`src/tcc_map.svh`:
```
// Register offsets, field positions and reset values of the timer core
`ifndef TCC_MAP_SVH
`define TCC_MAP_SVH

// Register bus widths
`define TCC_ADDR_W          8
`define TCC_DATA_W          32

// Register byte offsets
`define TCC_OFS_MODE        8'h00
`define TCC_OFS_XMODE       8'h04
`define TCC_OFS_EVENT       8'h08
`define TCC_OFS_COMPARE     8'h0C
`define TCC_OFS_CAPTURE     8'h10
`define TCC_OFS_COUNT       8'h14
`define TCC_OFS_IRQ_MASK    8'h18

// Mode control fields
`define TCC_MODE_W          16
`define TCC_MODE_EN_BIT     0
`define TCC_MODE_CLK_LSB    1
`define TCC_MODE_CLK_MSB    2
`define TCC_MODE_FRR_BIT    3
`define TCC_MODE_COMPARE_REQUEST_ENABLE_BIT   4
`define TCC_MODE_CE_LSB     6
`define TCC_MODE_CE_MSB     7
`define TCC_MODE_PS_LSB     8
`define TCC_MODE_PS_MSB     15
`define TCC_MODE_MASK       16'hFFDF

// Extended mode fields
`define TCC_XMODE_W         8
`define TCC_XMODE_M16_BIT   0
`define TCC_XMODE_DMA_BIT   7
`define TCC_XMODE_MASK      8'h81

// Event flag fields
`define TCC_EVT_W           2
`define TCC_EVT_CAP_BIT     0
`define TCC_EVT_REF_BIT     1

// Reset values
`define TCC_RST_MODE        16'h0000
`define TCC_RST_XMODE       8'h00
`define TCC_RST_EVT         2'h0
`define TCC_RST_WORD        32'h0000_0000

// Counter steps for normal and 16-bit mirror mode
`define TCC_STEP_ONE        32'h0000_0001
`define TCC_STEP_M16        32'h0001_0001

// Fixed system clock divider
`define TCC_SYS_DIV         16

`endif

```
`src/tcc_pkg.sv`:
```
// Types shared by the timer core modules
package tcc_pkg;

   // Counter clock source select
   typedef enum logic [1:0]
   {
      tcc_clk_stop  = 2'b00,
      tcc_clk_sys1  = 2'b01,
      tcc_clk_sys16 = 2'b10,
      tcc_clk_pin   = 2'b11
   } tcc_clk_sel_type;

   // Capture edge select
   typedef enum logic [1:0]
   {
      tcc_cap_off  = 2'b00,
      tcc_cap_rise = 2'b01,
      tcc_cap_fall = 2'b10,
      tcc_cap_any  = 2'b11
   } tcc_cap_edge_type;

endpackage

```
`src/tcc_pin_edge.sv`:
```
// Input pin synchroniser with rising and falling edge pulses
`timescale 1ns/1ps
`default_nettype none

module tcc_pin_edge
(
   input  wire logic i_clk_sys,
   input  wire logic i_rstn,
   input  wire logic i_ce,
   input  wire logic i_pin,
   output logic      o_level,
   output logic      o_rise,
   output logic      o_fall
);

   logic meta_ff;  // First stage, read only by the second
   logic sync_ff;  // Second stage, safe to use
   logic last_ff;  // Previous synchronised level

   // Two-stage synchroniser and edge history
   always_ff @(posedge i_clk_sys or negedge i_rstn)
   begin
      if (!i_rstn)
      begin
         meta_ff <= 1'b0;
         sync_ff <= 1'b0;
         last_ff <= 1'b0;
      end
      else if (i_ce)
      begin
         meta_ff <= i_pin;
         sync_ff <= meta_ff;
         last_ff <= sync_ff;
      end
   end

   // Edge pulses last one cycle
   assign o_level = sync_ff;
   assign o_rise  = sync_ff & ~last_ff;
   assign o_fall  = ~sync_ff & last_ff;

endmodule

`default_nettype wire

```
`src/tcc_prescaler.sv`:
```
// Clock source select, fixed divider and programmable prescaler
`timescale 1ns/1ps
`default_nettype none
`include "tcc_map.svh"

module tcc_prescaler
#(
   parameter int PS_W = 8,
   parameter int DIV  = `TCC_SYS_DIV
)
(
   input  wire logic                     i_clk_sys,
   input  wire logic                     i_rstn,
   input  wire logic                     i_ce,
   input  wire logic                     i_run,
   input  wire tcc_pkg::tcc_clk_sel_type i_sel,
   input  wire logic                     i_pin_rise,
   input  wire logic [PS_W-1:0]          i_ps,
   output logic                          o_inc
);

   localparam int DIV_W = $clog2(DIV);

   logic [DIV_W-1:0] div_ff;   // Fixed divider count
   logic [PS_W-1:0]  ps_ff;    // Prescaler count
   logic             src_tick; // One tick of the chosen source
   logic             div_wrap; // Divider at its last state

   assign div_wrap = (div_ff == DIV_W'(DIV - 1));

   // Pick the tick of the selected source
   always_comb
   begin
      case (i_sel)
         tcc_pkg::tcc_clk_sys1:  src_tick = 1'b1;
         tcc_pkg::tcc_clk_sys16: src_tick = div_wrap;
         tcc_pkg::tcc_clk_pin:   src_tick = i_pin_rise;
         default:                src_tick = 1'b0;
      endcase
   end

   // Fixed divider runs only while the divided source is chosen
   always_ff @(posedge i_clk_sys or negedge i_rstn)
   begin
      if (!i_rstn)
         div_ff <= '0;
      else if (i_ce)
      begin
         if (!i_run || i_sel != tcc_pkg::tcc_clk_sys16)
            div_ff <= '0;
         else
            div_ff <= div_ff + DIV_W'(1);
      end
   end

   // Prescaler divides source ticks by i_ps plus one
   always_ff @(posedge i_clk_sys or negedge i_rstn)
   begin
      if (!i_rstn)
         ps_ff <= '0;
      else if (i_ce)
      begin
         if (!i_run)
            ps_ff <= '0;
         else if (src_tick)
            ps_ff <= (ps_ff == i_ps) ? '0 : ps_ff + PS_W'(1);
      end
   end

   // Counter increment request
   assign o_inc = i_run & src_tick & (ps_ff == i_ps);

endmodule

`default_nettype wire

```
`src/tcc_core.sv`:
```
// Timer counter with compare, capture, event flags and requests
`timescale 1ns/1ps
`default_nettype none
`include "tcc_map.svh"

// Functional notes
// (RULE_01) Writing one clears capture flag
// (RULE_02) Edge field 01 captures rising, requests
// (RULE_03) Field 10 captures falling; 00 none
// (RULE_04) Compare reference against free-running counter
// (RULE_05) Match needs equality plus next increment
// (RULE_06) Programmed pin edge copies counter
// (RULE_07) Software avoids pin clock during capture
// (RULE_08) Counter readable anytime, counting undisturbed
// (RULE_09) Any counter write clears it
// (RULE_10) Count on sysclk/1, sysclk/16 or pin
// (RULE_11) Flags set regardless of request enables
// (RULE_12) DMA acknowledge clears both flags
// (RULE_13) Writing one clears reference flag
// (RULE_14) Reference flag requests interrupt or DMA
module tcc_core
#(
   parameter int PS_W = 8
)
(
   input  wire logic                   i_clk_sys,
   input  wire logic                   i_rstn,
   input  wire logic                   i_ce,
   input  wire logic [`TCC_ADDR_W-1:0] i_addr,
   input  wire logic [`TCC_DATA_W-1:0] i_wdata,
   input  wire logic                   i_wr,
   input  wire logic                   i_rd,
   output logic      [`TCC_DATA_W-1:0] o_rdata,
   input  wire logic                   i_timer_input_pin,
   input  wire logic                   i_dma_ack,
   output logic                        o_irq,
   output logic                        o_dma_req
);

   logic [`TCC_MODE_W-1:0]  timer_mode_control_ff;   // Mode control register
   logic [`TCC_XMODE_W-1:0] timer_extended_mode_ff;  // Extended mode register
   logic [`TCC_EVT_W-1:0]   timer_event_flags_ff;    // Sticky event flags
   logic [`TCC_EVT_W-1:0]   irq_mask_ff;             // Interrupt mask
   logic [`TCC_DATA_W-1:0]  timer_compare_value_ff;  // Reference value
   logic [`TCC_DATA_W-1:0]  timer_captured_value_ff; // Captured count
   logic [`TCC_DATA_W-1:0]  timer_count_value_ff;    // Free-running counter
   logic [`TCC_DATA_W-1:0]  rdata_ff;                // Read data
   logic                    irq_ff;                  // Interrupt output
   logic                    dma_req_ff;              // DMA request output

   logic                    run;         // Timer enabled
   logic                    frr;         // Restart on match
   logic                    compare_request_enable;
   logic                    dma_request_enable;
   logic                    mode16;      // Mirror increment
   tcc_pkg::tcc_clk_sel_type clk_sel;
   tcc_pkg::tcc_cap_edge_type cap_sel;
   logic [PS_W-1:0]         ps;          // Prescaler value
   logic                    pin_level;   // Synchronised pin
   logic                    pin_rise;    // Rising edge pulse
   logic                    pin_fall;    // Falling edge pulse
   logic                    inc;         // Counter increment
   logic                    ref_match;   // Reference event
   logic                    cap_edge;    // Capture event
   logic                    wr_mode;
   logic                    wr_xmode;
   logic                    wr_event;
   logic                    wr_cmp;
   logic                    wr_count;
   logic                    wr_mask;
   logic [`TCC_EVT_W-1:0]   evt_set;     // Hardware set terms
   logic [`TCC_EVT_W-1:0]   evt_clr;     // Software and DMA clear terms
   logic [`TCC_EVT_W-1:0]   req_en;      // Per flag request enables
   logic [`TCC_EVT_W-1:0]   req_act;     // Flags that raise a request
   logic [`TCC_DATA_W-1:0]  step;        // Counter step
   logic [`TCC_DATA_W-1:0]  nxt_rdata;

   // Field views of the mode registers
   assign run     = timer_mode_control_ff[`TCC_MODE_EN_BIT];
   assign frr     = timer_mode_control_ff[`TCC_MODE_FRR_BIT];
   assign compare_request_enable = timer_mode_control_ff[`TCC_MODE_COMPARE_REQUEST_ENABLE_BIT];
   assign clk_sel = tcc_pkg::tcc_clk_sel_type'(
                    timer_mode_control_ff[`TCC_MODE_CLK_MSB:`TCC_MODE_CLK_LSB]);
   assign cap_sel = tcc_pkg::tcc_cap_edge_type'(
                    timer_mode_control_ff[`TCC_MODE_CE_MSB:`TCC_MODE_CE_LSB]);
   assign ps      = timer_mode_control_ff[`TCC_MODE_PS_MSB:`TCC_MODE_PS_LSB];
   assign dma_request_enable = timer_extended_mode_ff[`TCC_XMODE_DMA_BIT];
   assign mode16  = timer_extended_mode_ff[`TCC_XMODE_M16_BIT];

   // Write decode
   assign wr_mode  = i_wr && (i_addr == `TCC_OFS_MODE);
   assign wr_xmode = i_wr && (i_addr == `TCC_OFS_XMODE);
   assign wr_event = i_wr && (i_addr == `TCC_OFS_EVENT);
   assign wr_cmp   = i_wr && (i_addr == `TCC_OFS_COMPARE);
   assign wr_count = i_wr && (i_addr == `TCC_OFS_COUNT);
   assign wr_mask  = i_wr && (i_addr == `TCC_OFS_IRQ_MASK);

   // Pin synchroniser and edge detect
   tcc_pin_edge u_pin_edge
   (
      .i_clk_sys (i_clk_sys),
      .i_rstn    (i_rstn),
      .i_ce      (i_ce),
      .i_pin     (i_timer_input_pin),
      .o_level   (pin_level),
      .o_rise    (pin_rise),
      .o_fall    (pin_fall)
   );

   // Source select and prescaler produce the increment tick
   tcc_prescaler #(.PS_W(PS_W)) u_prescaler // RULE_10
   (
      .i_clk_sys  (i_clk_sys),
      .i_rstn     (i_rstn),
      .i_ce       (i_ce),
      .i_run      (run),
      .i_sel      (clk_sel),
      .i_pin_rise (pin_rise),
      .i_ps       (ps),
      .o_inc      (inc)
   );

   // Match only when equal and the next increment is due
   assign ref_match = inc && (timer_count_value_ff == timer_compare_value_ff); // RULE_04 RULE_05

   // Capture on the programmed edge; off selects nothing
   always_comb
   begin
      case (cap_sel)
         tcc_pkg::tcc_cap_rise: cap_edge = pin_rise; // RULE_02
         tcc_pkg::tcc_cap_fall: cap_edge = pin_fall; // RULE_03
         tcc_pkg::tcc_cap_any:  cap_edge = pin_rise | pin_fall;
         default:               cap_edge = 1'b0; // RULE_03
      endcase
   end

   assign step = mode16 ? `TCC_STEP_M16 : `TCC_STEP_ONE;

   // Mode registers, unused bits kept at zero
   always_ff @(posedge i_clk_sys or negedge i_rstn)
   begin
      if (!i_rstn)
      begin
         timer_mode_control_ff  <= `TCC_RST_MODE;
         timer_extended_mode_ff <= `TCC_RST_XMODE;
      end
      else if (i_ce)
      begin
         if (wr_mode)
            timer_mode_control_ff <= i_wdata[`TCC_MODE_W-1:0] & `TCC_MODE_MASK;
         if (wr_xmode)
            timer_extended_mode_ff <= i_wdata[`TCC_XMODE_W-1:0] & `TCC_XMODE_MASK;
      end
   end

   // Compare value and interrupt mask
   always_ff @(posedge i_clk_sys or negedge i_rstn)
   begin
      if (!i_rstn)
      begin
         timer_compare_value_ff <= `TCC_RST_WORD;
         irq_mask_ff            <= `TCC_RST_EVT;
      end
      else if (i_ce)
      begin
         if (wr_cmp)
            timer_compare_value_ff <= i_wdata;
         if (wr_mask)
            irq_mask_ff <= i_wdata[`TCC_EVT_W-1:0];
      end
   end

   // Counter: write clears, stopped timer holds zero, match with frr restarts, else counts
   always_ff @(posedge i_clk_sys or negedge i_rstn)
   begin
      if (!i_rstn)
         timer_count_value_ff <= `TCC_RST_WORD;
      else if (i_ce)
      begin
         if (wr_count || !run)
            timer_count_value_ff <= `TCC_RST_WORD; // RULE_09
         else if (ref_match && frr)
            timer_count_value_ff <= `TCC_RST_WORD;
         else if (inc)
            timer_count_value_ff <= timer_count_value_ff + step; // RULE_10
      end
   end

   // Capture register takes the count on the chosen edge
   always_ff @(posedge i_clk_sys or negedge i_rstn)
   begin
      if (!i_rstn)
         timer_captured_value_ff <= `TCC_RST_WORD;
      else if (i_ce && cap_edge)
         timer_captured_value_ff <= timer_count_value_ff; // RULE_06
   end

   // Set and clear terms of the flags; set wins over clear
   assign evt_set[`TCC_EVT_CAP_BIT] = cap_edge; // RULE_11
   assign evt_set[`TCC_EVT_REF_BIT] = ref_match; // RULE_11
   assign evt_clr = (wr_event ? i_wdata[`TCC_EVT_W-1:0] : `TCC_RST_EVT) // RULE_01 RULE_13
                  | {`TCC_EVT_W{i_dma_ack & dma_req_ff}}; // RULE_12

   // Sticky event flags
   always_ff @(posedge i_clk_sys or negedge i_rstn)
   begin
      if (!i_rstn)
         timer_event_flags_ff <= `TCC_RST_EVT;
      else if (i_ce)
         timer_event_flags_ff <= (timer_event_flags_ff & ~evt_clr) | evt_set;
   end

   // Which flags may raise a request
   assign req_en[`TCC_EVT_CAP_BIT] = (cap_sel != tcc_pkg::tcc_cap_off);
   assign req_en[`TCC_EVT_REF_BIT] = compare_request_enable;
   assign req_act = timer_event_flags_ff & req_en;

   // Request routing: interrupt or DMA by the DMA enable
   always_ff @(posedge i_clk_sys or negedge i_rstn)
   begin
      if (!i_rstn)
      begin
         irq_ff     <= 1'b0;
         dma_req_ff <= 1'b0;
      end
      else if (i_ce)
      begin
         irq_ff     <= ~dma_request_enable & (|(req_act & irq_mask_ff)); // RULE_02 RULE_14
         dma_req_ff <= dma_request_enable & (|req_act); // RULE_03 RULE_14
      end
   end

   // Read mux; unmapped reads return zero
   always_comb
   begin
      nxt_rdata = `TCC_RST_WORD;
      if (i_addr == `TCC_OFS_MODE)
         nxt_rdata[`TCC_MODE_W-1:0] = timer_mode_control_ff;
      else if (i_addr == `TCC_OFS_XMODE)
         nxt_rdata[`TCC_XMODE_W-1:0] = timer_extended_mode_ff;
      else if (i_addr == `TCC_OFS_EVENT)
         nxt_rdata[`TCC_EVT_W-1:0] = timer_event_flags_ff;
      else if (i_addr == `TCC_OFS_COMPARE)
         nxt_rdata = timer_compare_value_ff;
      else if (i_addr == `TCC_OFS_CAPTURE)
         nxt_rdata = timer_captured_value_ff;
      else if (i_addr == `TCC_OFS_COUNT)
         nxt_rdata = timer_count_value_ff; // RULE_08
      else if (i_addr == `TCC_OFS_IRQ_MASK)
         nxt_rdata[`TCC_EVT_W-1:0] = irq_mask_ff;
   end

   // Read data stands one cycle after the strobe only
   always_ff @(posedge i_clk_sys or negedge i_rstn)
   begin
      if (!i_rstn)
         rdata_ff <= `TCC_RST_WORD;
      else if (i_ce)
         rdata_ff <= i_rd ? nxt_rdata : `TCC_RST_WORD;
   end

   assign o_rdata   = rdata_ff;
   assign o_irq     = irq_ff;
   assign o_dma_req = dma_req_ff;

   // Writing one to the capture flag clears it
   property p_cap_w1c;
      @(posedge i_clk_sys) disable iff (!i_rstn)
      (i_ce && wr_event && i_wdata[`TCC_EVT_CAP_BIT] && !cap_edge)
      |=> !timer_event_flags_ff[`TCC_EVT_CAP_BIT];
   endproperty
   a_cap_w1c: assert property (p_cap_w1c) else $error("capture flag not cleared"); // RULE_01

   // Rising capture latches count and sets flag
   property p_rise_cap;
      @(posedge i_clk_sys) disable iff (!i_rstn)
      (i_ce && cap_sel == tcc_pkg::tcc_cap_rise && pin_rise)
      |=> timer_event_flags_ff[`TCC_EVT_CAP_BIT]
          && timer_captured_value_ff == $past(timer_count_value_ff);
   endproperty
   a_rise_cap: assert property (p_rise_cap) else $error("rising capture missed"); // RULE_02

   // Falling capture latches count and sets flag
   property p_fall_cap;
      @(posedge i_clk_sys) disable iff (!i_rstn)
      (i_ce && cap_sel == tcc_pkg::tcc_cap_fall && pin_fall)
      |=> timer_event_flags_ff[`TCC_EVT_CAP_BIT]
          && timer_captured_value_ff == $past(timer_count_value_ff);
   endproperty
   a_fall_cap: assert property (p_fall_cap) else $error("falling capture missed"); // RULE_03

   // Capture off leaves the capture register alone
   property p_cap_off;
      @(posedge i_clk_sys) disable iff (!i_rstn)
      (cap_sel == tcc_pkg::tcc_cap_off) |=> $stable(timer_captured_value_ff);
   endproperty
   a_cap_off: assert property (p_cap_off) else $error("capture while disabled"); // RULE_06

   // Equal count with increment due sets the reference flag
   property p_ref_match;
      @(posedge i_clk_sys) disable iff (!i_rstn)
      (i_ce && run && inc && timer_count_value_ff == timer_compare_value_ff)
      |=> timer_event_flags_ff[`TCC_EVT_REF_BIT];
   endproperty
   a_ref_match: assert property (p_ref_match) else $error("reference match missed"); // RULE_05

   // Counter reads return the current count
   property p_count_read;
      @(posedge i_clk_sys) disable iff (!i_rstn)
      (i_ce && i_rd && i_addr == `TCC_OFS_COUNT)
      |=> o_rdata == $past(timer_count_value_ff);
   endproperty
   a_count_read: assert property (p_count_read) else $error("count read wrong"); // RULE_08

   // Any write to the counter clears it
   property p_count_clr;
      @(posedge i_clk_sys) disable iff (!i_rstn)
      (i_ce && wr_count) |=> timer_count_value_ff == `TCC_RST_WORD;
   endproperty
   a_count_clr: assert property (p_count_clr) else $error("count not cleared"); // RULE_09

   // Undivided system clock with zero prescale counts every cycle
   property p_sys1_count;
      @(posedge i_clk_sys) disable iff (!i_rstn)
      (i_ce && run && clk_sel == tcc_pkg::tcc_clk_sys1 && ps == '0
       && !wr_count && !wr_mode && !(frr && ref_match))
      |=> timer_count_value_ff == $past(timer_count_value_ff) + $past(step);
   endproperty
   a_sys1_count: assert property (p_sys1_count) else $error("count did not advance"); // RULE_10

   // DMA acknowledge clears both flags
   property p_dma_ack;
      @(posedge i_clk_sys) disable iff (!i_rstn)
      (i_ce && i_dma_ack && dma_req_ff && !cap_edge && !ref_match)
      |=> timer_event_flags_ff == `TCC_RST_EVT;
   endproperty
   a_dma_ack: assert property (p_dma_ack) else $error("ack left flags set"); // RULE_12

   // Reference flag with request enable raises the right request
   property p_ref_req;
      @(posedge i_clk_sys) disable iff (!i_rstn)
      (i_ce && timer_event_flags_ff[`TCC_EVT_REF_BIT] && compare_request_enable)
      |=> (o_dma_req == $past(dma_request_enable))
          && ($past(dma_request_enable) || !$past(irq_mask_ff[`TCC_EVT_REF_BIT]) || o_irq);
   endproperty
   a_ref_req: assert property (p_ref_req) else $error("reference request wrong"); // RULE_14

endmodule

`default_nettype wire

```
`config.mk`:
```
export PLATFORM = sky130hd
export DESIGN_NAME = tcc_core
export DESIGN_NICKNAME = d
export VERILOG_FILES = /design/src/tcc_pkg.sv /design/src/tcc_pin_edge.sv /design/src/tcc_prescaler.sv /design/src/tcc_core.sv
export VERILOG_INCLUDE_DIRS = /design/src /design/src/src
export SDC_FILE = /design/constraint.sdc
export NUM_CORES = 1
export LEC_CHECK = 0
export BUFFER_PORTS_ARGS = -buffer_cell sky130_fd_sc_hd__clkbuf_2
export CAP_MARGIN = 20
export CORE_MARGIN = 3
export CORE_UTILIZATION = 40
export DETAILED_ROUTE_END_ITERATION = 6
export SYNTH_ARGS = -nofsm -noshare
export SYNTH_HDL_FRONTEND = slang
export SYNTH_SLANG_ARGS = --single-unit
```
`constraint.sdc`:
```
create_clock -name i_clk_sys -period 2.5 [get_ports i_clk_sys]
set_input_delay 0 -clock i_clk_sys [delete_from_list [all_inputs] [get_ports i_clk_sys]]
set_output_delay 0 -clock i_clk_sys [all_outputs]
set_load 0.05 [all_outputs]
```
==> impl_metrics.prom <==
# TYPE chip_impl_metric gauge
chip_impl_metric{name="fin_cells",unit=""} 1141
chip_impl_metric{name="first_global_vias",unit=""} 6568
chip_impl_metric{name="power_leakage",unit="nW"} 4.88
chip_impl_info{name="clock_tree_from_tritoncts",value="done"} 1
chip_impl_metric{name="num_vias",unit=""} 6516
chip_impl_metric{name="postLayoutCellArea",unit="um2"} 10200
chip_impl_metric{name="post-dp-hpwl",unit="um"} 15800
chip_impl_metric{name="final-hold-violation-count",unit=""} 0
chip_impl_metric{name="synthToLayoutAreaGrowth",unit="%"} 24.4
chip_impl_metric{name="ir_worst_vdd",unit="mV"} 0.435
chip_impl_metric{name="asyncSetResetFlopFracSynth",unit=""} 1.00
chip_impl_metric{name="final_min_period_over_clock_period",unit=""} 0.973
chip_impl_metric{name="drt-wirelength-per-cell",unit="um"} 19.9
chip_impl_metric{name="vias_per_cell",unit=""} 5.71
chip_impl_metric{name="final_max_slew_viol_count",unit=""} 0
chip_impl_metric{name="cts-root-to-sink-buffers",unit=""} 2
chip_impl_metric{name="grtUsageTotal",unit=""} 0.208
chip_impl_metric{name="final_antenna_net_count",unit=""} 0
chip_impl_metric{name="synth_edf_count",unit=""} 0
chip_impl_metric{name="grt_antenna_before_repair",unit=""} 0
chip_impl_metric{name="internal-power",unit="mW"} 4.31
chip_impl_metric{name="die_height",unit="um"} 149
chip_impl_metric{name="clock_insertion_delay_worst_skew",unit="ns"} 0.43
chip_impl_metric{name="drive_above_1_share",unit=""} 0.323
chip_impl_metric{name="synth.yosys.seq_area_share",unit=""} 0.506
chip_impl_metric{name="setup_viol_count_final",unit=""} 0
chip_impl_metric{name="critical_path_peak_fanout",unit=""} 24
chip_impl_metric{name="dp.cells",unit=""} 1074
chip_impl_metric{name="worst-path-buf-inv",unit=""} 1
chip_impl_info{name="failed_checks",value="design-rule violations"} 1
chip_impl_metric{name="crit_arrival",unit="ns"} 2.74
chip_impl_info{name="timing.hold.worst.class",value="in2reg"} 1
chip_impl_metric{name="timing.setup.tns",unit="ns"} 0
chip_impl_metric{name="synthesis.area_per_instance",unit="um2"} 11.4
chip_impl_metric{name="post-cts-setup-buffer-count",unit=""} 0
chip_impl_metric{name="final_period_minus_worst_setup_slack",unit="ns"} 2.43
chip_impl_metric{name="synth.yosys.warnings",unit=""} 0
chip_impl_metric{name="numPortBuffers",unit=""} 80
chip_impl_info{name="path_class",value="reg2reg"} 1
chip_impl_metric{name="grt.overflow.total",unit=""} 0
chip_impl_metric{name="synth_cell_types",unit=""} 56
chip_impl_metric{name="power_frac_comb",unit=""} 0.069
chip_impl_metric{name="synth.ff_latch_count",unit=""} 166
chip_impl_metric{name="effective_utilization_at_floorplan",unit=""} 0.415
chip_impl_info{name="path_cells",value="xor2_1 -> nor4_1 -> nand4_1 -> or4_4 -> a21oi_4 -> buf_12 -> nor2_1"} 1
chip_impl_info{name="mostFrequentLayoutCells",value="sky130_fd_sc_hd__dfrtp_1, sky130_fd_sc_hd__mux2_2, sky130_fd_sc_hd__clkbuf_2, sky130_fd_sc_hd__buf_4, sky130_fd_sc_hd__nor2_1"} 1
chip_impl_metric{name="syn_nets",unit=""} 770
chip_impl_metric{name="switchingPower",unit="mW"} 1.36
chip_impl_metric{name="place_congestion",unit=""} 0.931
chip_impl_metric{name="max_cap_violations",unit=""} 0
chip_impl_metric{name="clockPowerShare",unit=""} 0.445
chip_impl_metric{name="dieWidth",unit="um"} 149
chip_impl_metric{name="die_area",unit="um2"} 22300
chip_impl_metric{name="grt_start_max_net_pins",unit=""} 66
chip_impl_metric{name="synth_cells",unit=""} 717
chip_impl_metric{name="relSlewSlack",unit=""} 0.563
chip_impl_metric{name="drt_pre_antenna_iters",unit=""} 7
chip_impl_metric{name="global_route_wire_length_before_repair",unit="um"} 36200
chip_impl_metric{name="cts.clk_slew.worst_paths",unit="ns"} 0.06
chip_impl_metric{name="clock_skew",unit="ns"} 0.00975
chip_impl_metric{name="tritoncts.num_buffers",unit=""} 17
chip_impl_metric{name="power.share.switching",unit=""} 0.240
chip_impl_info{name="crit_slowest_cell",value="sky130_fd_sc_hd__or4_4"} 1
chip_impl_metric{name="drc_violations_left",unit=""} 3
chip_impl_metric{name="nNetsFinal",unit=""} 916
chip_impl_metric{name="power.sequential.fraction",unit=""} 0.486
chip_impl_metric{name="fp-row-count",unit=""} 51
chip_impl_metric{name="cell_area_synth",unit="um2"} 8210
chip_impl_metric{name="first_iter_violations",unit=""} 595
chip_impl_metric{name="diodes",unit=""} 0
chip_impl_metric{name="htreeDepth",unit=""} 4
chip_impl_info{name="ctsRootBufferMaster",value="sky130_fd_sc_hd__clkbuf_16"} 1
chip_impl_info{name="layout.cells.most_common",value="sky130_fd_sc_hd__dfrtp_1"} 1
chip_impl_metric{name="maxClockFrequency",unit="MHz"} 411
chip_impl_info{name="end_kind",value="flip-flop"} 1
chip_impl_info{name="postSynth.topFlopCell",value="sky130_fd_sc_hd__dfrtp_1"} 1
chip_impl_metric{name="design.core.area",unit="um2"} 19800
chip_impl_metric{name="critical_path_required",unit="ns"} 2.81
chip_impl_metric{name="power.density_cell_area",unit="nW/um2"} 556
chip_impl_metric{name="cts.sink_count",unit=""} 166
chip_impl_info{name="worst_path_dominant_cell_family",value="simple AND/OR/NAND/NOR gates"} 1
chip_impl_metric{name="drt_wl_total",unit="um"} 22700
chip_impl_info{name="worst_setup_path_start_kind",value="flip-flop"} 1
chip_impl_metric{name="worstMarginPinSlew",unit="ns"} 0.656
chip_impl_info{name="setup_repair_after_global_routing_missed_its_margin",value="yes"} 1
chip_impl_metric{name="design.portCount",unit=""} 81
chip_impl_info{name="run_status",value="complete, but fails checks"} 1
chip_impl_metric{name="dpl_cell_area",unit="um2"} 9280
chip_impl_metric{name="cp_slowest_stage_delay",unit="ns"} 0.59
## cell families after synthesis
family,share of synthesized area
and+or+nand+nor,0.128
muxes,0.124
buffers and inverters,0.0337
xor gates and xnor gates,0.0693
adders and majority gates,0.00914
AOI/OAI and AO/OA,0.130
DFF,0.506
## timing repair
action                     CTS  global route
cloned                       0             0
setup endpoints to repair    3             3
hold endpoints to repair   115             0
resized for setup            1             2
hold buffers                35             0
## metal layers
| layer | vias up | share of wire | track usage |
|---|---|---|---|
| met4 | 0 | 0.016 | 0.0677 |
| met1 | 3282 | 0.46 | 0.294 |
| met5 | - | 0 | 0 |
| met2 | 259 | 0.46 | 0.326 |
| li1 | 2948 | - | - |
| met3 | 27 | 0.061 | 0.0356 |
## metrics by stage
| stage | setup WS, ns | util | hold slack (ns) | power [mW] |
|---|---|---|---|---|
| 2_1_floorplan | 0.272 | - | -0.296 | 2.95 |
| 3_3_place_gp | 0.0195 | 0.469 | 0.0485 | 3.14 |
| 3_5_place_dp | 0.00893 | 0.469 | 0.0502 | 3.15 |
| 4_1_cts | 0.0955 | 0.515 | 0.0586 | 5.73 |
| 5_1_grt | -0.0214 | 0.516 | 0.108 | 5.87 |
| 6_report | 0.0685 | 0.516 | 0.0741 | 5.67 |
## registers in the layout, summed over array words and instances (netlist names)
| register | flops |
|---|---|
| o_rdata | 32 |
| timer_captured_value_ff | 32 |
| timer_compare_value_ff | 32 |
| timer_count_value_ff | 32 |
| timer_mode_control_ff | 15 |
| u_prescaler.ps_ff | 8 |
| u_prescaler.div_ff | 4 |
| irq_mask_ff | 2 |
| timer_event_flags_ff | 2 |
| timer_extended_mode_ff | 2 |
| o_dma_req | 1 |
| o_irq | 1 |
| u_pin_edge.last_ff | 1 |
| u_pin_edge.meta_ff | 1 |
| u_pin_edge.o_level | 1 |
## path summary, 6_finish.rpt
kind / from / to / slack [ns] / cells after the start
worst max register to register: timer_count_value_ff[31]$_DFFE_PN0P_ / timer_count_value_ff[10]$_DFFE_PN0P_ / 0.07 / 7
worst max-delay path: timer_count_value_ff[31]$_DFFE_PN0P_ / timer_count_value_ff[10]$_DFFE_PN0P_ / 0.07 / 7
worst min-delay path: i_ce / u_pin_edge.o_level$_DFFE_PN0P_ / 0.07 / 4
min in group asynchronous: i_rstn / u_pin_edge.o_level$_DFFE_PN0P_ / 0.15 / 2
worst min register to register: o_rdata[7]$_DFFE_PN0P_ / o_rdata[7]$_DFFE_PN0P_ / 0.48 / 1
max in group asynchronous: i_rstn / timer_count_value_ff[1]$_DFFE_PN0P_ / 1.65 / 3
## Yosys cell counts, types with 3 or more instances
master                        n  area [um2]
sky130_fd_sc_hd__o21ai_0     20         100
sky130_fd_sc_hd__inv_1       15        56.3
sky130_fd_sc_hd__mux2_2      82         923
sky130_fd_sc_hd__xor2_1      41         359
sky130_fd_sc_hd__mux2_1       3        33.8
sky130_fd_sc_hd__dfrtp_1    166        4150
sky130_fd_sc_hd__ha_1         6        75.1
sky130_fd_sc_hd__nor3b_2      3        37.5
sky130_fd_sc_hd__o2bb2ai_1   21         184
sky130_fd_sc_hd__o31ai_1      4        30.0
sky130_fd_sc_hd__nand2_1     36         135
sky130_fd_sc_hd__nor4_2       6        75.1
sky130_fd_sc_hd__xnor2_1     24         210
sky130_fd_sc_hd__clkbuf_1    31         116
sky130_fd_sc_hd__nor3_1      20         100
sky130_fd_sc_hd__nor4_1      16         100
sky130_fd_sc_hd__a221o_1     12         120
sky130_fd_sc_hd__mux2i_1      6        60.1
sky130_fd_sc_hd__a21o_1       8        60.1
sky130_fd_sc_hd__buf_1        4        15.0
sky130_fd_sc_hd__buf_4        4        30.0
sky130_fd_sc_hd__a31oi_1      4        25.0
sky130_fd_sc_hd__and3_1       5        31.3
sky130_fd_sc_hd__a222oi_1    28         280
sky130_fd_sc_hd__nand4_1      8        50.1
sky130_fd_sc_hd__nand3_1     22         110
sky130_fd_sc_hd__nand2b_1     4        25.0
sky130_fd_sc_hd__buf_2       11        55.1
sky130_fd_sc_hd__a22o_1       4        35.0
sky130_fd_sc_hd__a21oi_1     11        55.1
sky130_fd_sc_hd__nor2_1      54         203
## final cells by class
class | count | area, um2
Tap cell | 265 | 332
Clock inverter | 10 | 96.3
Timing Repair Buffer | 177 | 1280
Inverter | 16 | 60.1
Clock buffer | 22 | 464
Fill cell | 1797 | 9570
Sequential cell | 166 | 4150
Multi-Input combinational cell | 485 | 3820
## power groups by stage
stage                     sequential (mW)  clock (mW)  combinational [mW]
after floorplan                      2.80           0               0.151
after global placement               2.80           0               0.340
after detailed placement             2.80           0               0.348
after CTS                            2.75        2.59               0.393
after global routing                 2.76        2.68               0.430
final                                2.75        2.53               0.392
## worst register-to-register path, cell delays in order (launching register included)
cell                      delay [ns]
sky130_fd_sc_hd__dfrtp_1        0.43
sky130_fd_sc_hd__xor2_1         0.16
sky130_fd_sc_hd__nor4_1         0.45
sky130_fd_sc_hd__nand4_1        0.24
sky130_fd_sc_hd__or4_4          0.60
sky130_fd_sc_hd__a21oi_4        0.19
sky130_fd_sc_hd__buf_12         0.19
sky130_fd_sc_hd__nor2_1         0.07
Note: power is estimated with default switching activity, not from simulation.
